## config.mk

```make
export PLATFORM = sky130hd
export DESIGN_NAME = drdt_timer
export DESIGN_NICKNAME = d
export VERILOG_FILES = /design/src/drdt_pkg.sv /design/src/drdt_tick.sv /design/src/drdt_timer.sv
export SDC_FILE = /design/constraint.sdc
export NUM_CORES = 1
export LEC_CHECK = 0
export BUFFER_PORTS_ARGS = -buffer_cell sky130_fd_sc_hd__buf_2
export CAP_MARGIN = 5
export CELL_PAD_IN_SITES_DETAIL_PLACEMENT = 1
export CELL_PAD_IN_SITES_GLOBAL_PLACEMENT = 1
export CORE_AREA = 5 5 111 140
export DETAILED_ROUTE_END_ITERATION = 10
export DIE_AREA = 0 0 116 145
export MAX_ROUTING_LAYER = met4
export PLACE_DENSITY_LB_ADDON = 0.3
export SETUP_SLACK_MARGIN = 0.15
export SYNTH_ARGS = -nofsm -noshare
export SYNTH_HDL_FRONTEND = slang
export SYNTH_SLANG_ARGS = --single-unit
```

## constraint.sdc

```tcl
create_clock -name mclk -period 2.7 [get_ports mclk]
set_input_delay 0 -clock mclk [delete_from_list [all_inputs] [get_ports mclk]]
set_output_delay 0 -clock mclk [all_outputs]
set_load 0.1 [all_outputs]
```

## src/drdt_pkg.sv

```systemverilog
// shared constants for the dual reload down timer
package drdt_pkg;
  // ---------------------------------------------------------------
  // clock and timing
  // ---------------------------------------------------------------
  localparam int unsigned CLK_MHZ = 100;
  // count clock divider, stands in for the prescaled oscillator
  localparam int unsigned COUNT_DIV = 16;
  // high byte latch release time, microseconds, shortest figure
  localparam int unsigned LATCH_REL_US = 730;
  localparam int unsigned LATCH_REL_CYC = LATCH_REL_US * CLK_MHZ;

  // ---------------------------------------------------------------
  // register indices, byte address is four times the index
  // ---------------------------------------------------------------
  localparam logic [15:0] IDX_PRIO = 16'hff21;
  localparam logic [15:0] IDX_IEN = 16'hff23;
  localparam logic [15:0] IDX_IFLG = 16'hff25;
  localparam logic [15:0] IDX_MODE = 16'hff30;
  localparam logic [15:0] IDX_CH0 = 16'hff31;
  localparam logic [15:0] IDX_CH1 = 16'hff32;
  localparam logic [15:0] IDX_RLD0 = 16'hff33;
  localparam logic [15:0] IDX_RLD1 = 16'hff34;
  localparam logic [15:0] IDX_RB0 = 16'hff35;
  localparam logic [15:0] IDX_RB1 = 16'hff36;

  // ---------------------------------------------------------------
  // field positions
  // ---------------------------------------------------------------
  localparam int unsigned B_WIDE = 4;
  localparam int unsigned B_OUTPUT_CHANNEL_SELECT = 3;
  localparam int unsigned B_GATE = 2;
  localparam int unsigned B_CONT = 2;
  localparam int unsigned B_PSET = 1;
  localparam int unsigned B_RUN = 0;
  localparam int unsigned B_PRIO_LO = 2;
  localparam int unsigned B_PRIO_HI = 3;
  localparam int unsigned B_CH0 = 6;
  localparam int unsigned B_CH1 = 7;

  // ---------------------------------------------------------------
  // reset values
  // ---------------------------------------------------------------
  localparam logic [7:0] RELOAD_RST = 8'hff;
  localparam logic [7:0] READBACK_RST = 8'hff;

  typedef enum logic [0:0] {
    BUS_WAIT = 1'b0,
    BUS_DONE = 1'b1
  } drdt_bus_t;
endpackage : drdt_pkg

```

## src/drdt_tick.sv

```systemverilog
// restartable divider giving a one-cycle enable pulse every div cycles
`timescale 1ns/1ns
`default_nettype none
module drdt_tick #(
  parameter int unsigned DIV = 16
) (
  input wire logic mclk,
  input wire logic rst_n,
  input wire logic restart,
  output logic tick
);
  typedef struct packed {
    logic [16:0] cnt;
    logic tick;
  } drdt_tick_st_t;

  drdt_tick_st_t q, d;

  always_comb
  begin
    d = q;
    d.tick = 1'b0;
    if (restart)
    begin
      d.cnt = 17'h0;
    end
    else if (q.cnt == 17'(DIV - 1))
    begin
      d.cnt = 17'h0;
      d.tick = 1'b1;
    end
    else
    begin
      d.cnt = q.cnt + 17'h1;
    end
  end

  always_ff @(posedge mclk or negedge rst_n)
  begin
    if (!rst_n)
      q <= '0;
    else
      q <= d;
  end

  assign tick = q.tick;

  a_tick_single: assert property (@(posedge mclk) disable iff (!rst_n)
    q.tick |=> !q.tick)
    else $error("divider tick longer than one cycle");
endmodule : drdt_tick
`default_nettype wire

```

## src/drdt_timer.sv

```systemverilog
// two 8-bit reload down counters, joinable to 16 bits, on avalon-mm
//
// Chosen here: the Avalon-MM interface to the registers.
`timescale 1ns/1ns
`default_nettype none
module drdt_timer #(
  parameter int unsigned RELEASE_CYC = drdt_pkg::LATCH_REL_CYC
) (
  input wire logic mclk,
  input wire logic rst_n,
  input wire logic [17:0] avs_address,
  input wire logic avs_read,
  input wire logic avs_write,
  input wire logic [31:0] avs_writedata,
  input wire logic [3:0] avs_byteenable,
  output logic [31:0] avs_readdata,
  output logic avs_waitrequest,
  input wire logic cpu_level_flag_lo,
  input wire logic cpu_level_flag_hi,
  output logic timer_output_port_pin,
  output logic irq_request
);
  // ---------------------------------------------------------------
  // state
  // ---------------------------------------------------------------
  typedef struct packed {
    drdt_pkg::drdt_bus_t st;
    logic waitreq;
    logic [7:0] rdata;
    logic wide;
    logic output_channel_select;
    logic gate;
    logic [1:0] cont;
    logic [1:0] run_req;
    logic [1:0] run;
    logic [1:0][7:0] rld;
    logic [1:0][7:0] cnt;
    logic [7:0] rb0;
    logic [7:0] rb1;
    logic hi_latched;
    logic [1:0] prio;
    logic [1:0] ien;
    logic [1:0] iflg;
    logic timer_output_signal;
    logic pin;
    logic irq;
  } drdt_state_t;

  drdt_state_t q, d;
  logic count_tick;
  logic release_tick;
  logic latch_now;
  logic prio_above;
  logic wr_acc;

  function automatic logic drdt_hit(input logic [17:0] a,
                                    input logic [15:0] idx);
    return a[17:2] == idx;
  endfunction : drdt_hit

  // ---------------------------------------------------------------
  // enable pulses
  // ---------------------------------------------------------------
  drdt_tick #(.DIV(drdt_pkg::COUNT_DIV)) u_count_tick (
    .mclk(mclk),
    .rst_n(rst_n),
    .restart(1'b0),
    .tick(count_tick)
  );

  // restarted by each latch so the release lands a fixed time later
  drdt_tick #(.DIV(RELEASE_CYC)) u_release_tick (
    .mclk(mclk),
    .rst_n(rst_n),
    .restart(latch_now),
    .tick(release_tick)
  );

  assign prio_above = q.prio > {cpu_level_flag_hi, cpu_level_flag_lo};
  assign wr_acc = (q.st == drdt_pkg::BUS_DONE) && avs_write &&
                  avs_byteenable[0];

  // ---------------------------------------------------------------
  // next state
  // ---------------------------------------------------------------
  always_comb
  begin
    logic [7:0] wd;
    logic [7:0] rd_val;
    logic [1:0] pset;
    logic [1:0] uf;
    logic [1:0] en;
    logic bor;
    logic go;
    logic cap;
    logic sel;
    d = q;
    wd = avs_writedata[7:0];
    rd_val = 8'h00;
    pset = 2'b00;
    uf = 2'b00;
    bor = 1'b0;
    go = 1'b0;
    en = 2'b00;
    sel = 1'b0;
    latch_now = 1'b0;
    cap = (q.st == drdt_pkg::BUS_WAIT) && avs_read;

    // register read mux, unmapped reads return zero
    if (drdt_hit(avs_address, drdt_pkg::IDX_MODE))
      rd_val = 8'h00 | (8'(q.wide) << drdt_pkg::B_WIDE) |
               (8'(q.output_channel_select) << drdt_pkg::B_OUTPUT_CHANNEL_SELECT) |
               (8'(q.gate) << drdt_pkg::B_GATE);
    else if (drdt_hit(avs_address, drdt_pkg::IDX_CH0))
      rd_val = (8'(q.cont[0]) << drdt_pkg::B_CONT) |
               (8'(q.run[0] | q.run_req[0]) << drdt_pkg::B_RUN);
    else if (drdt_hit(avs_address, drdt_pkg::IDX_CH1))
      rd_val = (8'(q.cont[1]) << drdt_pkg::B_CONT) |
               (8'(q.run[1] | q.run_req[1]) << drdt_pkg::B_RUN);
    else if (drdt_hit(avs_address, drdt_pkg::IDX_RLD0))
      rd_val = q.rld[0];
    else if (drdt_hit(avs_address, drdt_pkg::IDX_RLD1))
      rd_val = q.rld[1];
    else if (drdt_hit(avs_address, drdt_pkg::IDX_RB0))
      rd_val = q.rb0;
    else if (drdt_hit(avs_address, drdt_pkg::IDX_RB1))
      rd_val = q.rb1;
    else if (drdt_hit(avs_address, drdt_pkg::IDX_PRIO))
      rd_val = 8'(q.prio) << drdt_pkg::B_PRIO_LO;
    else if (drdt_hit(avs_address, drdt_pkg::IDX_IEN))
      rd_val = 8'(q.ien) << drdt_pkg::B_CH0;
    else if (drdt_hit(avs_address, drdt_pkg::IDX_IFLG))
      rd_val = 8'(q.iflg) << drdt_pkg::B_CH0;

    // one wait cycle, then the access completes
    case (q.st)
      drdt_pkg::BUS_WAIT:
      begin
        if (avs_read || avs_write)
        begin
          d.st = drdt_pkg::BUS_DONE;
          d.waitreq = 1'b0;
          d.rdata = avs_read ? rd_val : 8'h00;
        end
      end
      drdt_pkg::BUS_DONE:
      begin
        d.st = drdt_pkg::BUS_WAIT;
        d.waitreq = 1'b1;
      end
      default:
      begin
        d.st = drdt_pkg::BUS_WAIT;
        d.waitreq = 1'b1;
      end
    endcase

    // counting; ch1 is clocked by ch0 borrow in wide mode
    if (count_tick)
    begin
      for (int i = 0; i < 2; i++)
      begin
        go = (i == 0) ? q.run[0] : (q.wide ? bor : q.run[1]);
        bor = 1'b0;
        if (go)
        begin
          if (q.cnt[i] == 8'h00)
          begin
            d.cnt[i] = q.rld[i];
            bor = 1'b1;
          end
          else
          begin
            d.cnt[i] = q.cnt[i] - 8'h01;
          end
        end
        uf[i] = bor;
      end
      // a stop takes effect here, after this last decrement
      d.run = q.run_req;
      // in wide mode ch1 underflow is the combined underflow
      if (q.wide && uf[1] && !q.cont[0])
      begin
        d.run[0] = 1'b0;
        d.run_req[0] = 1'b0;
      end
      for (int i = 0; i < 2; i++)
      begin
        if (!q.wide && uf[i] && !q.cont[i])
        begin
          d.run[i] = 1'b0;
          d.run_req[i] = 1'b0;
        end
      end
    end

    // register writes, readback registers ignore writes
    if (wr_acc)
    begin
      if (drdt_hit(avs_address, drdt_pkg::IDX_MODE))
      begin
        d.wide = wd[drdt_pkg::B_WIDE];
        d.output_channel_select = wd[drdt_pkg::B_OUTPUT_CHANNEL_SELECT];
        d.gate = wd[drdt_pkg::B_GATE];
      end
      if (drdt_hit(avs_address, drdt_pkg::IDX_CH0))
      begin
        d.cont[0] = wd[drdt_pkg::B_CONT];
        d.run_req[0] = wd[drdt_pkg::B_RUN];
        pset[0] = wd[drdt_pkg::B_PSET];
      end
      if (drdt_hit(avs_address, drdt_pkg::IDX_CH1))
      begin
        d.cont[1] = wd[drdt_pkg::B_CONT];
        d.run_req[1] = wd[drdt_pkg::B_RUN];
        pset[1] = wd[drdt_pkg::B_PSET] & ~q.wide;
      end
      if (drdt_hit(avs_address, drdt_pkg::IDX_RLD0))
        d.rld[0] = wd;
      if (drdt_hit(avs_address, drdt_pkg::IDX_RLD1))
        d.rld[1] = wd;
      if (drdt_hit(avs_address, drdt_pkg::IDX_PRIO))
        d.prio = wd[drdt_pkg::B_PRIO_HI:drdt_pkg::B_PRIO_LO];
      if (drdt_hit(avs_address, drdt_pkg::IDX_IEN))
        d.ien = wd[drdt_pkg::B_CH1:drdt_pkg::B_CH0];
    end

    // preset overrides the tick; wide preset loads both halves
    if (pset[0])
    begin
      d.cnt[0] = q.rld[0];
      if (q.wide)
        d.cnt[1] = q.rld[1];
    end
    if (pset[1])
      d.cnt[1] = q.rld[1];

    if (d.wide)
    begin
      d.run[1] = 1'b0;
      d.run_req[1] = 1'b0;
    end

    // flags: set beats a same-cycle clear
    d.iflg = q.iflg;
    if (wr_acc && drdt_hit(avs_address, drdt_pkg::IDX_IFLG))
      d.iflg = q.iflg & ~wd[drdt_pkg::B_CH1:drdt_pkg::B_CH0];
    d.iflg = d.iflg | {uf[1], uf[0] & ~q.wide};

    // timer output toggles on the selected underflow
    sel = q.wide ? 1'b1 : q.output_channel_select;
    if (uf[sel])
      d.timer_output_signal = ~q.timer_output_signal;
    // registered gate: the half-cycle hazard cannot reach the pin
    d.pin = q.gate ? q.timer_output_signal : 1'b1;

    en = {q.ien[1], q.ien[0] & ~q.wide};
    d.irq = (|(q.iflg & en)) && prio_above;

    // readback buffers, high byte frozen while latched
    d.rb0 = q.cnt[0];
    latch_now = cap && q.wide && drdt_hit(avs_address, drdt_pkg::IDX_RB0);
    if (latch_now)
      d.hi_latched = 1'b1;
    else if (q.hi_latched && (release_tick || !q.wide ||
             (cap && drdt_hit(avs_address, drdt_pkg::IDX_RB1))))
      d.hi_latched = 1'b0;
    if (!q.hi_latched && !latch_now)
      d.rb1 = q.cnt[1];
  end

  // ---------------------------------------------------------------
  // registers
  // ---------------------------------------------------------------
  always_ff @(posedge mclk or negedge rst_n)
  begin
    if (!rst_n)
    begin
      q <= '0;
      q.st <= drdt_pkg::BUS_WAIT;
      q.waitreq <= 1'b1;
      q.rld <= {drdt_pkg::RELOAD_RST, drdt_pkg::RELOAD_RST};
      q.cnt <= {drdt_pkg::RELOAD_RST, drdt_pkg::RELOAD_RST};
      q.rb0 <= drdt_pkg::READBACK_RST;
      q.rb1 <= drdt_pkg::READBACK_RST;
      q.pin <= 1'b1;
    end
    else
    begin
      q <= d;
    end
  end

  assign avs_readdata = {24'h000000, q.rdata};
  assign avs_waitrequest = q.waitreq;
  assign timer_output_port_pin = q.pin;
  assign irq_request = q.irq;

  // ---------------------------------------------------------------
  // checks
  // ---------------------------------------------------------------
  a_wide_run_zero: assert property (@(posedge mclk) disable iff (!rst_n)
    q.wide |-> !q.run[1] && !q.run_req[1])
    else $error("high channel runs in wide mode");

  a_oneshot_halt: assert property (@(posedge mclk) disable iff (!rst_n)
    count_tick && q.run[0] && q.cnt[0] == 8'h00 && !q.cont[0] &&
    !q.wide && !wr_acc |=> !q.run[0] && q.cnt[0] == $past(q.rld[0]))
    else $error("one-shot underflow did not halt with reload");

  a_cont_reload: assert property (@(posedge mclk) disable iff (!rst_n)
    count_tick && q.run[1] && q.run_req[1] && q.cnt[1] == 8'h00 &&
    q.cont[1] && !q.wide && !wr_acc
    |=> q.run[1] && q.cnt[1] == $past(q.rld[1]))
    else $error("continuous underflow did not reload and run on");

  a_flag_on_uf: assert property (@(posedge mclk) disable iff (!rst_n)
    count_tick && q.run[1] && q.cnt[1] == 8'h00 && !q.wide
    |=> q.iflg[1])
    else $error("underflow did not set flag");

  a_wide_flag_low: assert property (@(posedge mclk) disable iff (!rst_n)
    $rose(q.iflg[0]) |-> !$past(q.wide))
    else $error("low flag set in wide mode");

  a_preset_load: assert property (@(posedge mclk) disable iff (!rst_n)
    wr_acc && drdt_hit(avs_address, drdt_pkg::IDX_CH0) &&
    avs_writedata[drdt_pkg::B_PSET] |=> q.cnt[0] == $past(q.rld[0]))
    else $error("preset did not load counter");

  a_hi_hold: assert property (@(posedge mclk) disable iff (!rst_n)
    q.hi_latched && $past(q.hi_latched) |-> $stable(q.rb1))
    else $error("latched high readback changed");

  a_gate_high: assert property (@(posedge mclk) disable iff (!rst_n)
    !q.gate |=> timer_output_port_pin)
    else $error("pin not high with gate off");

  a_irq_cause: assert property (@(posedge mclk) disable iff (!rst_n)
    irq_request |-> $past(prio_above) && $past(q.iflg) != 2'b00)
    else $error("interrupt without flag and priority");

  a_bus_answer: assert property (@(posedge mclk) disable iff (!rst_n)
    q.st == drdt_pkg::BUS_WAIT && (avs_read || avs_write)
    |=> !avs_waitrequest ##1 avs_waitrequest)
    else $error("bus answer not in one wait cycle");
endmodule : drdt_timer
`default_nettype wire

```

==> results of run 1 <==
-- placed cells by master (no fill, tap or decap), drive strengths merged, types with 19 or more instances in the layout --
cell type and n:
nor3 19, nor2 62, a21oi 19, dfstp 50, o21ai 25, clkbuf 21, mux2 38, dfrtp 63
buf 55, conb 24, nand3 25, nand2 42
-- layout make-up --
class,count,area [sq um]
inverters,18,67.6
clock inverters,11,135
fillers,1578,7000
multi-input cells,435,2870
repair buffers,68,443
clock buffers,21,470
well taps,178,223
flip-flops and latches,113,2890
-- path summary, 6_finish.rpt --
path                           start         endpoint  slack, ns  cells after the start
max in group asynchronous      rst_n            q[55]       1.69                      3
setup reg to reg               d[18]            q[36]       0.24                      7
setup / recovery               d[18]            q[36]       0.24                      7
hold / removal             avs_write            q[76]       0.05                      3
hold reg to reg                d[19]            q[19]       0.38                      0
min in group asynchronous      rst_n  avs_readdata[6]       0.14                      2
-- flip-flops by register name, summed over array words and instances (netlist names) --
| name | count |
|---|---|
| q | 58 |
| u_release_tick.q | 17 |
| avs_waitrequest | 1 |
| u_release_tick.tick | 1 |
| u_count_tick.tick | 1 |
| irq_request | 1 |
| u_count_tick.q | 17 |
| d | 8 |
| avs_readdata | 8 |
| timer_output_port_pin | 1 |
-- worst max-delay path, delay by kind of cell, from the launching register on --
family	cells	cell delay [ns]
buffers and inverters	1	0.12
AO/OA/AOI/OAI	1	0.32
AND/OR/NAND/NOR	3	1.04
flip-flops	1	0.37
multiplexers	1	0.36
adder cells (fa/ha/maj)	1	0.18
-- routing by layer --
layer  share of wire  vias up  global-route usage  wire length (um)
li1                -     2177                   -                 -
met1            0.40     2424               0.253              6830
met2            0.53       97               0.370              9080
met3           0.038       42              0.0487               648
met4           0.041        0              0.0940               703
met5               0        -                   -                 0
-- power groups by stage --
stage,Combinational (mW),Clock (mW),Sequential (mW)
after floorplan,0.235,0,1.75
after global placement,0.312,0,1.74
after detailed placement,0.317,0,1.74
after CTS,0.331,2.32,1.71
after global routing,0.352,2.42,1.71
final,0.330,2.29,1.71
-- per-stage QoR --
stage,power [mW],instances,util
2_1_floorplan,1.99,611,-
3_3_place_gp,2.05,797,0.450
3_5_place_dp,2.05,797,0.450
4_1_cts,4.36,842,0.502
5_1_grt,4.48,844,0.503
6_report,4.33,844,0.503
-- logic make-up after synthesis --
group           count (synthesis)  synth area share
other cells                     1          0.000620
simple gates                  230             0.205
fa+ha+maj                       8            0.0165
mux                            41            0.0757
flops                         113             0.478
compound gates                 97             0.111
xor+xnor                       35            0.0507
buf+inv                        63            0.0623
-- what timing repair did --
action	CTS	global route
hold buffers	13	0
resized for setup	0	1
endpoints found under the setup margin	2	5
pin swaps	1	1
setup buffers	0	2
hold endpoints to repair	68	0
==> reports/results.ini, run 1 <==
[synth]
synth-edff-count=0
ys_top_cells_by_area=dfrtp_1, dfstp_2, mux2_2
ys.flop_type=dfrtp_1
synth_top_cell_by_area=dfrtp_1
ys_types=74
netlist_area_sq_um=6050
synth_most_common_cell=dfrtp_1
ys_ff_latch=113
syn_area_per_cell_sq_um=10.3
yosysTopAreaCellShare=0.261
syn_inst=588
ys_seq_area_frac=0.478
synth_commonest_cells=dfrtp_1, nor2_1, dfstp_2
ys_warn_count=0
async_flop_share=1.00

[sta]
tightestPinTransition_ns=0.774
fin_crit_sh=0.910
tns_ns=0
maxSlewViolCount=0
period_needed_ns=2.46
finalHoldViolations=0
rsz0062_at_grt=no
slew-limit-headroom=0.480
timing.fmax_mhz=407
setup_viol=0
hold_ws_ns=0.0521
fin_worst_skew_ns=0.00554
worst_slack_ns=0.242

[clocking]
cts.path.max_buffers=2
cts_inserted_buffers=17
root_buffer=clkbuf_16
worstSkewPairLatency_ns=0.42
cts_max_level=4
cts_tree=yes
clkTransAtPathRegs_ns=0.05
clkSinkCount=113

[global_route]
grt_max_degree=52
grt_usage=0.221
antenna_found_initial=0
grt_pass1_wl_um=27900
grt_pass1_vias=5172
overflow=0

[run_status]
status=complete, no violations

[floorplan]
core-area_sq_um=14100
fp.dieW_um=116
rows=49
die_h_um=145
initial_core_util=0.429
die_area_sq_um=16800
ios=95

[pwr]
p_comb_frac=0.076
swShare=0.243
power.net_switching_mw=1.05
power.density_nw_per_um2=609
irDropWorstVdd_mv=0.480
leakagePower_nw=3.08
p_int_mw=3.28
p_clk_frac=0.528
seq_power_share=0.395

[layout]
fin_nets=721
syn2layout_area_growth_pct=17.4
design_area_sq_um=7100
drive_gt1_frac=0.297
diodes=0

[critical_path]
crit_required_ns=3.05
cpMaxStageDelayCell=or4b_2
path_max_fanout=8
crit_type=reg2reg
crit_path_end_kind=register
crit_arrival_ns=2.80
path_cells=inv_1 -> ha_1 -> or4b_2 -> o31ai_4 -> nand3_1 -> nand2_2 -> mux2_2
crit_path_start_kind=register
max_stage_delay_ns=0.65

[place]
hpwl_um=12900
port-buffer-count=41
dpl_cell_area_sq_um=6350
pre_cts_ws_ns=0.170
gp_congestion=0.887

[routing]
via_per_inst=5.62
ant_nets=0
drt_first_pass_iters=4
wl_per_cell_um=20.4
drcViolationCount=0
drtIter0Drc=294
route.vias.total=4740
routed_wl_um=17300

[job]
cap_violations=0

[worst_hold_path]
hold_path.class=in2reg

Note: power is estimated with default switching activity, not from simulation.
==> inputs of run 2 (changes only) <==
--- a/config.mk
+++ b/config.mk
@@ -9,9 +9,9 @@
 export CAP_MARGIN = 5
 export CELL_PAD_IN_SITES_DETAIL_PLACEMENT = 1
 export CELL_PAD_IN_SITES_GLOBAL_PLACEMENT = 1
-export CORE_AREA = 5 5 111 140
+export CORE_AREA = 5 5 116 146
 export DETAILED_ROUTE_END_ITERATION = 10
-export DIE_AREA = 0 0 116 145
+export DIE_AREA = 0 0 121 151
 export MAX_ROUTING_LAYER = met4
 export PLACE_DENSITY_LB_ADDON = 0.3
 export SETUP_SLACK_MARGIN = 0.15
==> run 2 against run 1 <==
  * Die area increased by 8.6%
  * Largest power group unchanged
  * Critical endpoint is now q[39]
  * Sequential power hardly changed
  * Largest cell class unchanged
  * Global-route usage fell by 1.9 points
==> reports/results.ini, run 2 (synthesized netlist as in run 1, its figures left out) <==
[run_status]
status=complete, no violations

[clocking]
cts.path.max_buffers=2
root_buffer=clkbuf_16
clkSinkCount=113
clkTransAtPathRegs_ns=0.05
cts_max_level=4
cts_inserted_buffers=17
cts_tree=yes
worstSkewPairLatency_ns=0.41

[routing]
ant_nets=0
wl_per_cell_um=19.4
route.vias.total=4660
via_per_inst=5.34
drcViolationCount=0
drtIter0Drc=275
routed_wl_um=16900
drt_first_pass_iters=4

[job]
cap_violations=0

[sta]
rsz0062_at_grt=no
fin_worst_skew_ns=0.00537
fin_crit_sh=0.838
finalHoldViolations=0
setup_viol=0
tns_ns=0
timing.fmax_mhz=442
tightestPinTransition_ns=0.729
period_needed_ns=2.26
maxSlewViolCount=0
slew-limit-headroom=0.509

[global_route]
grt_usage=0.202
grt_pass1_vias=5155
overflow=0
antenna_found_initial=0
grt_pass1_wl_um=27500
grt_max_degree=48

[layout]
diodes=0
largest_register_ffs=58
drive_gt1_frac=0.290
final_common_cell=dfrtp_1
largest-register=q
mostFrequentLayoutCells=dfrtp_1, nor2_1, dfstp_2
final_cell_count_no_fill=873
syn2layout_area_growth_pct=17.7
fin_nets=716
reg_top3=q (58), u_count_tick.q (17), u_release_tick.q (17)

[floorplan]
initial_core_util=0.393
ios=95
die_area_sq_um=18300
die_h_um=151
fp.dieW_um=121
core-area_sq_um=15400
rows=51

[critical_path]
crit_arrival_ns=2.60
path_max_fanout=8
cpMaxStageDelayCell=or4b_4
crit_path_end_kind=register
crit_type=reg2reg
cpLargestDelayFamily=simple AND/OR/NAND/NOR gates
max_stage_delay_ns=0.51
crit_path_start_kind=register
crit_required_ns=3.04
path_buf_inv=1
path_cells=inv_1 -> ha_1 -> or4b_4 -> o31ai_4 -> nand3_1 -> nand2_2 -> mux2_2

[pwr]
leakagePower_nw=3.05
irDropWorstVdd_mv=0.430
power.density_nw_per_um2=606

[place]
dp.cells=828
hpwl_um=12900
gp_congestion=0.913
port-buffer-count=41

[worst_hold_path]
hold_path.class=in2reg

-- run 2: cell count changes in the layout (fill, tap and decap cells not counted) --
cell	delta
or4b_2	-1
or4b_4	+1
clkinvlp_4	+2
clkbuf_8	-2
buf_4	-6
clkinv_4	+2
buf_12	+1
o32a_1	+1
inv_6	+1
clkinv_2	-3
o32a_2	-1
-- run 2: area by class of cell --
| type | instances | area, sq um |
|---|---|---|
| clock inverters | 13 | 161 |
| fillers | 1721 | 8260 |
| multi-input cells | 435 | 2870 |
| inverters | 18 | 67.6 |
| repair buffers | 63 | 418 |
| flip-flops and latches | 113 | 2890 |
| clock buffers | 19 | 443 |
| well taps | 212 | 265 |
-- run 2: layer usage --
layer | share of wire | track usage | up-vias
li1 | - | - | 2174
met1 | 0.39 | 0.215 | 2365
met2 | 0.54 | 0.362 | 90
met3 | 0.035 | 0.0396 | 31
met4 | 0.031 | 0.0907 | 0
met5 | 0 | - | -
-- run 2: worst register-to-register path: cells and delay by family, from the launching register on --
family	cells	cell delay [ns]
simple gates	3	0.90
flops	1	0.37
mux	1	0.36
compound gates	1	0.27
fa+ha+maj	1	0.18
buf+inv	1	0.11
-- run 2: worst paths after layout --
path | end | start | slack [ns] | cells past startpoint
worst max-delay path | q[39] | d[18] | 0.44 | 7
worst min-delay path | q[76] | avs_write | 0.07 | 3
worst max register to register | q[39] | d[18] | 0.44 | 7
worst min register to register | q[19] | d[19] | 0.37 | 0
max in group asynchronous | q[38] | rst_n | 1.75 | 3
min in group asynchronous | irq_request | rst_n | 0.14 | 2
-- run 2: repair_timing --
item,4_1_cts,5_1_grt
endpoints found under the hold margin,78,0
hold buffers,13,0
setup endpoints to repair,0,5
buffers inserted,0,0
resized for setup,0,1
-- run 2: power breakdown --
part	leakage [nW]	switching (mW)	internal (mW)	total [mW]
clock network	0.285	0.800	1.47	2.27
registers	1.36	0.00419	1.70	1.71
logic	1.40	0.270	0.0600	0.330
-- run 2: metrics by stage --
stage | hold slack (ns) | utilization | instance area [sq um] | power, mW | setup slack [ns]
global placement | 0.0414 | 0.415 | 6380 | 2.05 | 0.278
global route | 0.106 | 0.463 | 7120 | 4.48 | 0.311
detailed placement | 0.0533 | 0.415 | 6380 | 2.05 | 0.234
floorplan | -0.296 | - | 6140 | 1.99 | 0.405
CTS | 0.0623 | 0.463 | 7110 | 4.36 | 0.227
finish | 0.0719 | 0.463 | 7120 | 4.31 | 0.438
